===== config.mk =====
export PLATFORM = sky130hd
export DESIGN_NAME = usb_endpoint_mode_responder
export DESIGN_NICKNAME = d
export VERILOG_FILES = /design/src/usb_endpoint_mode_responder.v
export VERILOG_INCLUDE_DIRS = /design/src
export SDC_FILE = /design/constraint.sdc
export NUM_CORES = 1
export LEC_CHECK = 0
export BUFFER_PORTS_ARGS = -buffer_cell sky130_fd_sc_hd__buf_2
export CAP_MARGIN = 20
export CORE_AREA = 10 10 81 83
export CTS_BUF_LIST = sky130_fd_sc_hd__clkbuf_16
export DETAILED_ROUTE_END_ITERATION = 6
export DIE_AREA = 0 0 91 93
export PLACE_DENSITY = 0.73
export SYNTH_ARGS = -nofsm -noshare
export SYNTH_HDL_FRONTEND = slang
export SYNTH_SLANG_ARGS = --single-unit

===== constraint.sdc =====
create_clock -name sys_clk_in -period 1.55 [get_ports sys_clk_in]
set_input_delay 0.465 -clock sys_clk_in [delete_from_list [all_inputs] [get_ports sys_clk_in]]
set_output_delay 0.465 -clock sys_clk_in [all_outputs]
set_load 0.02 [all_outputs]

===== src/usb_ep_mode_defines.vh =====
// Constants for the endpoint mode responder: mode encodings, field positions,
// response codes and reset values. Assumes inclusion by bare name.
// Operation
// - One shared 4-bit mode code per endpoint
// - Mode 0000 answers nothing at all
// - Control endpoint ACKed SETUP forces mode 0001
// - Mode 1011 ACKed OUT becomes 0001
// - Mode 1001 ACKed OUT becomes 1000
// - Mode 1101 host ACK becomes 1100
// - Mode 1111 host ACK becomes 1110
// - Stall bit 7 on data endpoint modes
// - Mode 1001: OUT ACK or STALL only
// - Mode 1101: IN count or STALL only
// - Check: ACK zero-length DATA1, else STALL/ignore
// - Count response sends 4-bit count bytes
// - Reset disables all; disabled stays disabled until a firmware write
`ifndef USB_EP_MODE_DEFINES_VH
`define USB_EP_MODE_DEFINES_VH

// Mode encodings
`define MODE_DISABLE 4'h0
`define MODE_NAK_IN_OUT 4'h1
`define MODE_STATUS_OUT 4'h2
`define MODE_STALL_IN_OUT 4'h3
`define MODE_IGNORE_IN_OUT 4'h4
`define MODE_STATUS_IN 4'h6
`define MODE_NAK_OUT 4'h8
`define MODE_ACK_OUT 4'h9
`define MODE_NAK_OUT_STAT_IN 4'hA
`define MODE_ACK_OUT_NAK_IN 4'hB
`define MODE_NAK_IN 4'hC
`define MODE_ACK_IN 4'hD
`define MODE_NAK_IN_STAT_OUT 4'hE
`define MODE_ACK_IN_STAT_OUT 4'hF
`define MODE_RESET 4'h0

// Mode register layout
`define MODE_LSB 0
`define MODE_MSB 3
`define STALL_BIT 7

// Token type codes
`define TOK_SETUP 2'h1
`define TOK_IN 2'h2
`define TOK_OUT 2'h3

// Response codes
`define RSP_IGNORE 3'h0
`define RSP_ACK 3'h1
`define RSP_NAK 3'h2
`define RSP_STALL 3'h3
`define RSP_TX_ZERO 3'h4
`define RSP_TX_COUNT 3'h5

`endif


===== src/usb_endpoint_mode_responder.v =====
// Endpoint mode responder of the serial_engine: decodes each endpoint's mode
// into a handshake answer per token and rewrites modes after ACK handshakes.
// Assumes tokens, data validity and handshake completion come from engine
// logic on the same clock, so no input synchronisers are needed.
`timescale 1ns/1ps
`include "usb_ep_mode_defines.vh"

module usb_endpoint_mode_responder #(
    parameter NUM_EP = 3,   // control_endpoint plus two data endpoints
    parameter CNT_W = 4     // Width of the transmit byte count
) (
    // Clock and reset
    input wire sys_clk_in,
    input wire nrst_in,
    // Firmware mode writes (endpoint 0 is control_endpoint)
    input wire mode_wr_in,
    input wire [1:0] mode_wr_ep_in,
    input wire [7:0] mode_wr_data_in,
    input wire [CNT_W-1:0] tx_count_in,
    // Token from the engine, one-cycle strobe
    input wire token_vld_in,
    input wire [1:0] token_type_in,
    input wire [1:0] token_ep_in,
    input wire data_valid_in,
    input wire data_zero_len_in,
    input wire data_toggle_in,
    // Handshake complete strobes from the engine
    input wire ack_done_in,
    input wire [1:0] ack_ep_in,
    // Response toward the engine
    output reg rsp_vld_out,
    output reg [2:0] rsp_code_out,
    output reg [1:0] rsp_ep_out,
    output reg [CNT_W-1:0] rsp_count_out,
    // Mode registers as of one cycle earlier, flattened, endpoint 0 in low byte
    output reg [8*NUM_EP-1:0] mode_out
);

    // Mode register per endpoint; bit 7 is stall on data endpoints
    reg [7:0] mode_reg [0:NUM_EP-1];
    // Token type latched so a later ACK knows what it completed
    reg [1:0] last_tok_reg [0:NUM_EP-1];

    // Decode one mode, token and data state into a response code
    function [2:0] decode_rsp;
        input [3:0] mode;
        input stall;
        input [1:0] tok;
        input dval;
        input zlen;
        input dtog;
        reg chk;
        begin
            chk = dval && zlen && dtog;
            decode_rsp = `RSP_IGNORE;
            if (tok == `TOK_SETUP) begin
                // SETUP accepting modes, valid data only
                case (mode)
                    `MODE_NAK_IN_OUT, `MODE_STATUS_OUT, `MODE_STALL_IN_OUT, `MODE_IGNORE_IN_OUT,
                    `MODE_STATUS_IN, `MODE_NAK_OUT_STAT_IN, `MODE_ACK_OUT_NAK_IN,
                    `MODE_NAK_IN_STAT_OUT, `MODE_ACK_IN_STAT_OUT: begin
                        decode_rsp = dval ? `RSP_ACK : `RSP_IGNORE;
                    end
                    default: begin
                        decode_rsp = `RSP_IGNORE;
                    end
                endcase
            end else if (tok == `TOK_IN) begin
                case (mode)
                    `MODE_NAK_IN_OUT, `MODE_ACK_OUT_NAK_IN, `MODE_NAK_IN,
                    `MODE_NAK_IN_STAT_OUT: decode_rsp = `RSP_NAK;
                    `MODE_STATUS_OUT, `MODE_STALL_IN_OUT: decode_rsp = `RSP_STALL;
                    `MODE_STATUS_IN, `MODE_NAK_OUT_STAT_IN: decode_rsp = `RSP_TX_ZERO;
                    `MODE_ACK_IN: begin
                        decode_rsp = stall ? `RSP_STALL : `RSP_TX_COUNT;
                    end
                    `MODE_ACK_IN_STAT_OUT: decode_rsp = `RSP_TX_COUNT;
                    default: decode_rsp = `RSP_IGNORE;
                endcase
            end else if (tok == `TOK_OUT) begin
                case (mode)
                    `MODE_NAK_IN_OUT, `MODE_NAK_OUT,
                    `MODE_NAK_OUT_STAT_IN: decode_rsp = `RSP_NAK;
                    `MODE_STALL_IN_OUT, `MODE_STATUS_IN: decode_rsp = `RSP_STALL;
                    `MODE_ACK_OUT_NAK_IN: decode_rsp = `RSP_ACK;
                    `MODE_ACK_OUT: begin
                        decode_rsp = stall ? `RSP_STALL : `RSP_ACK;
                    end
                    `MODE_STATUS_OUT, `MODE_NAK_IN_STAT_OUT, `MODE_ACK_IN_STAT_OUT: begin
                        // Bad data stays silent, good but non-status gets STALL
                        if (chk) begin
                            decode_rsp = `RSP_ACK;
                        end else if (dval) begin
                            decode_rsp = `RSP_STALL;
                        end else begin
                            decode_rsp = `RSP_IGNORE;
                        end
                    end
                    default: decode_rsp = `RSP_IGNORE;
                endcase
            end
        end
    endfunction

    // Mode after an ACK handshake closes a transaction
    function [3:0] next_mode;
        input [3:0] mode;
        input [1:0] tok;
        input is_ctrl;
        begin
            next_mode = mode;
            if (tok == `TOK_SETUP && is_ctrl && mode != `MODE_DISABLE) begin
                next_mode = `MODE_NAK_IN_OUT;
            end else if (tok == `TOK_OUT && mode == `MODE_ACK_OUT_NAK_IN) begin
                next_mode = `MODE_NAK_IN_OUT;
            end else if (tok == `TOK_OUT && mode == `MODE_ACK_OUT) begin
                next_mode = `MODE_NAK_OUT;
            end else if (tok == `TOK_IN && mode == `MODE_ACK_IN) begin
                next_mode = `MODE_NAK_IN;
            end else if (tok == `TOK_OUT && mode == `MODE_ACK_IN_STAT_OUT) begin
                // Status OUT ACKed in this mode also falls to 1110
                next_mode = `MODE_NAK_IN_STAT_OUT;
            end else if (tok == `TOK_IN && mode == `MODE_ACK_IN_STAT_OUT) begin
                next_mode = `MODE_NAK_IN_STAT_OUT;
            end
        end
    endfunction

    // Per-endpoint mode storage, firmware write versus engine rewrite
    genvar g;
    generate
        for (g = 0; g < NUM_EP; g = g + 1) begin : ep_gen
            wire [7:0] wr_mask;
            // Control endpoint has no stall bit; only data endpoints keep it
            assign wr_mask = (g == 0) ? 8'h0F : 8'h8F;
            always @(posedge sys_clk_in or negedge nrst_in) begin
                if (!nrst_in) begin
                    mode_reg[g] <= {4'h0, `MODE_RESET};
                    last_tok_reg[g] <= 2'h0;
                end else begin
                    if (token_vld_in && token_ep_in == g) begin
                        last_tok_reg[g] <= token_type_in;
                    end
                    // Firmware write wins: it is the only way out of disabled
                    if (mode_wr_in && mode_wr_ep_in == g) begin
                        mode_reg[g] <= mode_wr_data_in & wr_mask;
                    end else if (ack_done_in && ack_ep_in == g) begin
                        // Disabled never changes here since next_mode keeps 0000
                        mode_reg[g][3:0] <= next_mode(mode_reg[g][3:0], last_tok_reg[g],
                                                      (g == 0));
                    end
                end
            end
            // Flattened copy for observation, straight from a flop
            always @(posedge sys_clk_in or negedge nrst_in) begin
                if (!nrst_in) begin
                    mode_out[8*g +: 8] <= 8'h00;
                end else begin
                    mode_out[8*g +: 8] <= mode_reg[g];
                end
            end
        end
    endgenerate

    // Selected endpoint mode for the current token
    reg [7:0] sel_mode;
    always @* begin
        if (token_ep_in < NUM_EP) begin
            sel_mode = mode_reg[token_ep_in];
        end else begin
            sel_mode = 8'h00; // Unknown endpoint reads as disabled
        end
    end

    // Registered response, one cycle after the token strobe
    always @(posedge sys_clk_in or negedge nrst_in) begin
        if (!nrst_in) begin
            rsp_vld_out <= 1'b0;
            rsp_code_out <= `RSP_IGNORE;
            rsp_ep_out <= 2'h0;
            rsp_count_out <= {CNT_W{1'b0}};
        end else begin
            rsp_vld_out <= token_vld_in;
            if (token_vld_in) begin
                rsp_code_out <= decode_rsp(sel_mode[3:0], sel_mode[`STALL_BIT], token_type_in,
                                           data_valid_in, data_zero_len_in, data_toggle_in);
                rsp_ep_out <= token_ep_in;
                rsp_count_out <= tx_count_in;
            end
        end
    end

endmodule


Yosys cells after proc, flatten, opt, wreduce, memory -nomap -nowiden --
Index checks and enable logic that the tools add are counted.
Storage, ports and cells: output and inout port bits 34, bits in writable memories 0, input port bits 28, word-level logic and storage cells 143, register bits after elaboration 44, memories kept 0, bits in read-only memories 0, latch bits 0
Cells by class: $add $sub $neg 0, multipliers 0, bitwise operators 1, div/mod/pow operators 0, reductions and logical operators 47, shifts and indexed selects 0, magnitude comparators 2, multiplexer cells 37, eq/ne operators 41
Operators with widths (number):
- 4-bit 2-to-1 mux | 22
- 4-bit == test (second input constant) | 20
- 1-bit logical AND | 27
- 8-bit 2-to-1 mux | 3
- 2-bit == test (second input constant) | 11
- 8-bit binary-select mux with 2-bit select | 1
- 3-bit case mux with 5 select lines | 1
- 6-bit nonzero test | 2
- 2-bit by 1-bit == test with 1-bit output (second input constant) | 5
- 2-bit case mux with 5 select lines | 1
- 3-bit 2-to-1 mux | 3
- 9-bit OR reduction | 1
- 4-bit by 2-bit == test with 1-bit output (second input constant) | 2
- 4-bit by 3-bit == test with 1-bit output (second input constant) | 2
- 2-bit 2-to-1 mux | 4
- 7-bit nonzero test | 1
- 2-bit logical NOT | 3
- 2-bit AND reduction | 3
- 2-bit nonzero test | 3
- 2-bit OR reduction | 3
- 3-bit OR reduction | 2
- 4-bit by 1-bit == test with 1-bit output (second input constant) | 1
- 4-bit nonzero test | 1
- 4-bit OR reduction | 1
- other kinds (4) | 5

Depth between registers and ports, before layout --
Gate-level depths: netlist of the first run.
depth in word-level cells 11, depth in mapped cells 8, depth with buffers taken out 6

Least setup slack after synthesis of the first run --
OpenSTA, ideal clock, no wires.
kind input port to flip-flop, start point input port token_ep_in[0], end point register rsp_code_out[0], slack -0.160 ns, buffers on the path 1, library setup time 0.139 ns, arrival time 1.571 ns, data required time 1.411 ns, stages 7, cell sequence buf_6 -> mux2i_2 -> o2bb2ai_4 -> nor2b_1 -> a32oi_1 -> o221a_1 -> o221ai_1
On the way: longest elaborated chain between the ends 11, elaborated cells on any way between the ends 32, classes of those cells order compare: 1; eq/ne: 13; mux: 10; bitwise: 1; reduce/logical: 7
RTL lines:
- from (decl) | RTL line usb_endpoint_mode_responder.v:23 | input wire [1:0] token_ep_in,
- 2-bit inverter with 3-bit output (not written as such) | RTL line usb_endpoint_mode_responder.v:169 | sel_mode = mode_reg[token_ep_in];
- 8-bit binary-select mux with 2-bit select | RTL line usb_endpoint_mode_responder.v:169
- 8-bit 2-to-1 mux (not written as such) (2 in series) | RTL line usb_endpoint_mode_responder.v:169
- 8-bit 2-to-1 mux (*) | RTL line usb_endpoint_mode_responder.v:168 | if (token_ep_in < NUM_EP) begin
- 4-bit by 2-bit == test with 1-bit output, or another cell as far along | RTL line usb_endpoint_mode_responder.v:58, usb_endpoint_mode_responder.v:69, usb_endpoint_mode_responder.v:81
- 3-bit OR reduction / 2-bit OR reduction (equally long branches) | RTL line usb_endpoint_mode_responder.v:81 | case (mode)
- 2-bit case mux with 5 select lines | RTL line usb_endpoint_mode_responder.v:81
- 2-bit 2-to-1 mux | RTL line usb_endpoint_mode_responder.v:80 | end else if (tok == `TOK_OUT) begin
- 3-bit 2-to-1 mux | RTL line usb_endpoint_mode_responder.v:68 | end else if (tok == `TOK_IN) begin
- 3-bit 2-to-1 mux (*) | RTL line usb_endpoint_mode_responder.v:56 | if (tok == `TOK_SETUP) begin
- to (signal assigned) | RTL line usb_endpoint_mode_responder.v:179 | rsp_code_out <= `RSP_IGNORE;
- to (signal assigned) | RTL line usb_endpoint_mode_responder.v:185 | rsp_code_out <= decode_rsp(sel_mode[3:0], sel_mode[`STALL_BIT], token_type_in,
- to (decl) | RTL line usb_endpoint_mode_responder.v:32 | output reg [2:0] rsp_code_out,
Every way passes the cells marked *; elsewhere a longest branch is shown, timed or not. The select of a mux whose other input is x is not followed. A chain may end at the register's enable or synchronous reset.

Worst setup path after layout of the first run --
start point register mode_reg[9] (netlist name), end point register rsp_code_out[0]
On the way: longest elaborated chain between the ends 10, elaborated cells on any way between the ends 30, classes of those cells eq/ne: 13; mux: 10; reduce/logical: 7
RTL lines:
- from (decl) | RTL line usb_endpoint_mode_responder.v:40 | reg [7:0] mode_reg [0:NUM_EP-1];
- from (signal, indexed assignment) | RTL line usb_endpoint_mode_responder.v:138 | mode_reg[g] <= {4'h0, `MODE_RESET};
- from (signal, indexed assignment) | RTL line usb_endpoint_mode_responder.v:146 | mode_reg[g] <= mode_wr_data_in & wr_mask;
- from (signal, indexed assignment) | RTL line usb_endpoint_mode_responder.v:149 | mode_reg[g][3:0] <= next_mode(mode_reg[g][3:0], last_tok_reg[g],
- 8-bit binary-select mux with 2-bit select (*) | RTL line usb_endpoint_mode_responder.v:169
- 8-bit 2-to-1 mux (not written as such) (*) (2 in series) | RTL line usb_endpoint_mode_responder.v:169
- 8-bit 2-to-1 mux (*) | RTL line usb_endpoint_mode_responder.v:168
- 4-bit by 2-bit == test with 1-bit output, or another cell as far along | RTL line usb_endpoint_mode_responder.v:58, usb_endpoint_mode_responder.v:69, usb_endpoint_mode_responder.v:81
- 3-bit OR reduction / 2-bit OR reduction (equally long branches) | RTL line usb_endpoint_mode_responder.v:81
- 2-bit case mux with 5 select lines | RTL line usb_endpoint_mode_responder.v:81
- 2-bit 2-to-1 mux | RTL line usb_endpoint_mode_responder.v:80
- 3-bit 2-to-1 mux | RTL line usb_endpoint_mode_responder.v:68
- 3-bit 2-to-1 mux (*) | RTL line usb_endpoint_mode_responder.v:56
Marked as above.

==> key figures, run 1 <==
Setup path
  • Crit-path cells: mux2i_1 -> o21a_2 -> nor2_1 -> buf_4 -> a32oi_2 -> o221ai_2
  • CP Depth: 6
  • WP buf/inv: 1
  • Critical path fanouts, max: 6
  • R2r startpoint: mode_reg[9]
  • Slowest CP cell: dfrtp_2
  • WP data required: 1.70 ns
  • R2R depth: 6
  • CP max stage delay: 0.44 ns
  • CP top delay family: compound AO/OA/AOI/OAI gates
  • CP endpoint kind: register
  • Crit path launch type: register
  • Critical path data arrival time: 1.76 ns
  • Setup CP Type: reg -> reg
  • Crit path launch: mode_reg[9]

Floorplan
  • Std-Cell Rows: 26
  • Die height: 93 um
  • Io pins: 62
  • DIE WIDTH: 91 um
  • Core Box Area: 0.00501 mm^2
  • Initial Utilization: 45.3%
  • Total die area: 0.00846 mm^2

Global route
  • Largest net degree at the start of global routing: 18
  • Vias in the first global route: 2,029
  • Global-route wire length before repair: 10,200 um
  • Total GRT Usage: 14.6%
  • Antenna violations before repair: 0
  • Grt ovf: 0

Drt
  • Drc violations: 0
  • DRT Wirelength: 6400 um
  • Via density: 5.31
  • Wire per inst: 17.0 um
  • DR iter-0 viols: 185
  • Vias post-DR: 2,000
  • Routed Antenna Nets: 0
  • Drt pass-1 iters: 4

Timing
  • Final WS setup: -0.0636 ns
  • Minimum hold slack: 0.103 ns
  • RSZ-0062 raised after global routing: yes
  • Final min period: 1.61 ns
  • Clk_skew: 0.00646 ns
  • Worst-margin pin slew: 0.587 ns
  • Total Neg Setup Slack: -0.112 ns
  • Max-slew violation count: 0
  • Final Cycle Share: 104%
  • Final setup fails: 4
  • Fin. Hold Viols: 0
  • Max Freq: 0.620 GHz
  • Relative slew slack: 60.6%

Synthesis
  • Post-synthesis instance total: 212
  • Syn Area/Cell: 10.7 um^2
  • Top_reg_cell synth: dfrtp_1
  • Distinct cells, synth: 41
  • Yosys reg bits: 44
  • Post-synth ARST share: 100%
  • Sequential element share of the synthesized area: 48.5%
  • EDFF count, synth: 0
  • Synth Cell Area: 0.00227 mm^2
  • Ys Warns: 0

Clock network
  • Num CTS Buffers: 5
  • CTS H-tree lvls: 2
  • Worst-path clk slew: 0.06 ns
  • CTS tree: yes
  • Clock latency on the worst-skew pair: 0.29 ns
  • Sink Count: 44
  • Hold-fix buffers, CTS: 0
  • Max Root-Sink Buffers: 2
  • Clock Tree Root: clkbuf_16

Power and ir drop
  • Total power draw: 3870 uW
  • Peak supply drop: 663 uV
  • Pleak: 0.00142 uW
  • Power per cell area: 1210 mW/mm^2

Cells and area
  • Nets: 334
  • Layout overhead on the synthesized area: 40.8%
  • Most common cell after layout, fill and taps aside: buf_2
  • Antenna cells: 0
  • Most frequent cells in the layout: buf_2, buf_4, dfrtp_1, nand2_1, mux2_2
  • Layout cell share with drive strength beyond 1: 46.9%
  • Post-layout util: 63.8%
  • Final-layout fill cell count: 420

Placement
  • Buffers on Ports: 48
  • Placer Congestion: 0.883
  • Hpwl dp: 4390 um

Status
  • Failing checks: negative setup slack
  • Outcome: complete, but fails checks

Min path
  • Hold Crit Class: in -> async

Flow run
  • Max cap viols: 0
-- cell families after synthesis --
logic type / Yosys count / share of synthesized area (%)
and+or+nand+nor: 61 / 13.3
AOI/OAI and AO/OA: 56 / 19.7
DFF: 44 / 48.5
buffers and inverters: 29 / 8.16
muxes: 20 / 9.81
xor gates and xnor gates: 1 / 0.386
other: 1 / 0.165
-- where the power goes --
part	total, uW	switching, uW	leakage [uW]	internal [uW]
Sequential	1530	178	0.000520	1350
Combinational	1180	642	0.000824	536
Clock	1170	417	0.0000789	748
-- stage by stage --
step           instance area, um^2  instances  worst slack [ns]
2_1_floorplan                 2330        221           -0.0731
3_3_place_gp                  2830        361            -0.336
3_5_place_dp                  2830        361            -0.419
4_1_cts                       3090        372           -0.0145
5_1_grt                       3200        377            -0.112
6_report                      3200        377           -0.0636
-- synth_stat cells (2+ instances only) --
cell,instances,share of area (%)
o21ai_1,3,0.66
a31o_2,2,0.77
nor3_1,8,1.8
buf_4,10,3.3
nand3_1,9,2.0
nand3b_1,5,1.7
a21oi_1,10,2.2
nor2_1,9,1.5
a32oi_1,3,1.2
inv_1,13,2.2
o2bb2ai_4,2,2.4
nor2b_1,2,0.55
mux2i_1,4,1.8
o2111ai_1,2,0.77
buf_6,5,2.5
o21ai_0,14,3.1
o221ai_1,5,1.9
nand2_1,19,3.1
mux2_2,15,7.4
a22oi_1,2,0.66
o31ai_1,2,0.66
nand2b_1,4,1.1
o21a_1,3,0.99
dfrtp_1,44,49
-- worst paths after layout --
check | endpoint | slack [ns]
max in group asynchronous | mode_reg[9] | 0.98
min in group sys_clk_in | rsp_vld_out | 0.38
worst max register to register | rsp_code_out[0] | -0.06
worst min register to register | mode_out[23] | 0.41
worst max-delay path | rsp_code_out[0] | -0.06
worst min-delay path | mode_out[10] | 0.10
-- layer usage --
| layer | vias up | part of all wire (%) | GRT usage, % |
|---|---|---|---|
| met5 | - | 0 | 0 |
| met4 | 0 | 3.1 | 6.40 |
| met3 | 16 | 6.6 | 3.76 |
| met2 | 84 | 50 | 24.7 |
| met1 | 960 | 41 | 17.2 |
| li1 | 940 | - | - |
-- layout make-up --
| type | count | area, um^2 | area share [%] |
|---|---|---|---|
| clock inverters | 3 | 37.5 | 1.17 |
| clock buffers | 5 | 125 | 3.91 |
| inverters | 13 | 48.8 | 1.53 |
| flip-flops and latches | 44 | 1110 | 34.6 |
| well taps | 70 | 87.6 | 2.74 |
| multi-input cells | 150 | 1170 | 36.6 |
| repair buffers | 92 | 621 | 19.4 |
-- worst reg2reg max path, stage by stage, from the launching register on --
cell	delay, ns
dfrtp_2	0.44
mux2i_1	0.16
o21a_2	0.24
nor2_1	0.10
buf_4	0.15
a32oi_2	0.26
o221ai_2	0.14
-- repair_timing --
action	4_1_cts	5_1_grt
pin swaps	6	6
setup buffers	1	5
endpoints found under the setup margin	6	9
gates cloned	2	0
resized for setup	12	16
Note: power is estimated with default switching activity, not from simulation.
==> run 2, diff against run 1 <==
--- a/config.mk
+++ b/config.mk
@@ -6,7 +6,7 @@
 export SDC_FILE = /design/constraint.sdc
 export NUM_CORES = 1
 export LEC_CHECK = 0
-export BUFFER_PORTS_ARGS = -buffer_cell sky130_fd_sc_hd__buf_2
+export BUFFER_PORTS_ARGS = -buffer_cell sky130_fd_sc_hd__buf_4
 export CAP_MARGIN = 20
 export CORE_AREA = 10 10 81 83
 export CTS_BUF_LIST = sky130_fd_sc_hd__clkbuf_16
==> run 2 against run 1 <==
- the flow still finishes with violations (negative setup slack)
- clock power is 5% higher
- wire length is 4.5% lower
- die area unchanged
- sequential share of layout area is 0.20 points higher
- core utilization fell by 0.30 points
- critical path depth increased by 2
- setup slack gained 0.027 ns
==> key figures, run 2 (synthesis gave the netlist of run 1 again) <==
Status
  • Outcome: complete, but fails checks
  • Failing checks: negative setup slack

Global route
  • Total GRT Usage: 14.2%
  • Global-route wire length before repair: 9820 um
  • Antenna violations before repair: 0
  • Grt ovf: 0
  • Vias in the first global route: 1,958
  • Largest net degree at the start of global routing: 45

Timing
  • RSZ-0062 raised after global routing: yes
  • Fin. Hold Viols: 0
  • Final min period: 1.59 ns
  • Final WS setup: -0.0366 ns
  • Max Freq: 0.630 GHz
  • Final setup fails: 4
  • Relative slew slack: 62.7%
  • Minimum hold slack: 0.155 ns
  • Clk_skew: 0.00283 ns
  • Final Cycle Share: 102%
  • Worst-margin pin slew: 0.559 ns
  • Max-slew violation count: 0

Setup path
  • Crit-path cells: buf_6 -> buf_12 -> mux2i_2 -> o21a_2 -> nor3_1 -> a21oi_1 -> o221a_1 -> o221ai_1
  • Setup CP Type: in -> reg
  • WP data required: 1.70 ns
  • Crit path launch type: input port
  • R2R depth: 7
  • Critical path fanouts, max: 6
  • Slowest CP cell: o21a_2
  • CP max stage delay: 0.26 ns
  • Critical path data arrival time: 1.74 ns
  • CP endpoint kind: register

Drt
  • Wire per inst: 16.7 um
  • DR iter-0 viols: 168
  • Via density: 5.29
  • Drc violations: 0
  • Routed Antenna Nets: 0
  • Vias post-DR: 1,930
  • DRT Wirelength: 6110 um
  • Drt pass-1 iters: 4

Power and ir drop
  • Gate power share: 30.5%
  • Reg power frac: 38.6%
  • Total power draw: 3970 uW
  • Clock power frac: 30.9%
  • Int Power: 2710 uW
  • Pleak: 0.00138 uW
  • Power per cell area: 1250 mW/mm^2
  • Peak supply drop: 789 uV
  • Switching power: 1270 uW
  • Switch share: 31.9%

Placement
  • Placed Area: 0.00287 mm^2
  • Placer Congestion: 0.917
  • Hpwl dp: 4290 um
  • Buffers on Ports: 48

Cells and area
  • Most common cell after layout, fill and taps aside: buf_4
  • Layout overhead on the synthesized area: 40.2%
  • Final-layout fill cell count: 427
  • Layout cell share with drive strength beyond 1: 45.4%
  • Antenna cells: 0
  • Most frequent cells in the layout: buf_4, dfrtp_1, nand2_1, mux2_2, inv_1
  • Final Instance Area: 0.00318 mm^2
  • Post-layout util: 63.5%
  • Nets: 322

Floorplan
  • Core Box Area: 0.00501 mm^2
  • DIE WIDTH: 91 um
  • Initial Utilization: 45.3%
  • Die height: 93 um
  • Std-Cell Rows: 26
  • Total die area: 0.00846 mm^2
  • Io pins: 62

Clock network
  • Clock latency on the worst-skew pair: 0.29 ns
  • Worst-path clk slew: 0.06 ns
  • CTS H-tree lvls: 2
  • Hold-fix buffers, CTS: 0
  • CTS tree: yes
  • Max Root-Sink Buffers: 2
  • Clock Tree Root: clkbuf_16
  • Sink Count: 44
  • Num CTS Buffers: 5

Flow run
  • Max cap viols: 0

Min path
  • Hold Crit Class: in -> async
[run 2: area by class of cell]
class / instances / area, um^2 / share of cell area, %
Clock buffer: 5 / 125 / 3.93
Multi-Input combinational cell: 148 / 1120 / 35.2
Tap cell: 70 / 87.6 / 2.75
Clock inverter: 3 / 46.3 / 1.45
Sequential cell: 44 / 1110 / 34.8
Inverter: 13 / 48.8 / 1.53
Timing Repair Buffer: 82 / 644 / 20.3
[run 2: power groups by stage]
stage,clock (uW),combinational (uW),sequential (uW)
after floorplan,0,518,1620
after global placement,0,1050,1520
after detailed placement,0,1080,1520
after CTS,1250,1130,1520
after global routing,1310,1300,1560
final,1230,1210,1530
[run 2: timing repair]
action / 4_1_cts / 5_1_grt
resized for setup: 6 / 19
endpoints found under the setup margin: 10 / 11
setup buffers: 2 / 4
pin swaps: 3 / 9
gates cloned: 0 / 0
[run 2: per-layer routing]
layer	GRT usage, %	vias up	wire length (um)
met1	17.1	921	2460
li1	-	912	-
met5	0	-	0
met3	3.60	19	377
met4	6.53	0	179
met2	23.5	78	3090
[run 2: per-stage QoR]
step	TNS, ns	cells	setup WS, ns
6_report	-0.0780	365	-0.0366
5_1_grt	-0.490	365	-0.123
4_1_cts	-0.0972	361	-0.0443
3_5_place_dp	-1.22	351	-0.336
3_3_place_gp	-0.941	351	-0.286
2_1_floorplan	-0.146	221	-0.0731
[run 2: worst paths after layout]
check,startpoint,endpoint,slack (ns)
max in group asynchronous,nrst_in,mode_reg[9],0.97
worst min-delay path,nrst_in,mode_out[18],0.16
worst max-delay path,token_ep_in[0],rsp_code_out[0],-0.04
min in group sys_clk_in,token_vld_in,rsp_vld_out,0.33
worst max register to register,mode_reg[18],rsp_code_out[1],-0.03
worst min register to register,mode_reg[15],mode_out[15],0.43
[run 2: critical path: cells and delay by family]
kind	cells	cell delay, ns
mux	1	0.22
buf+inv	2	0.25
simple gates	1	0.09
compound gates	4	0.71
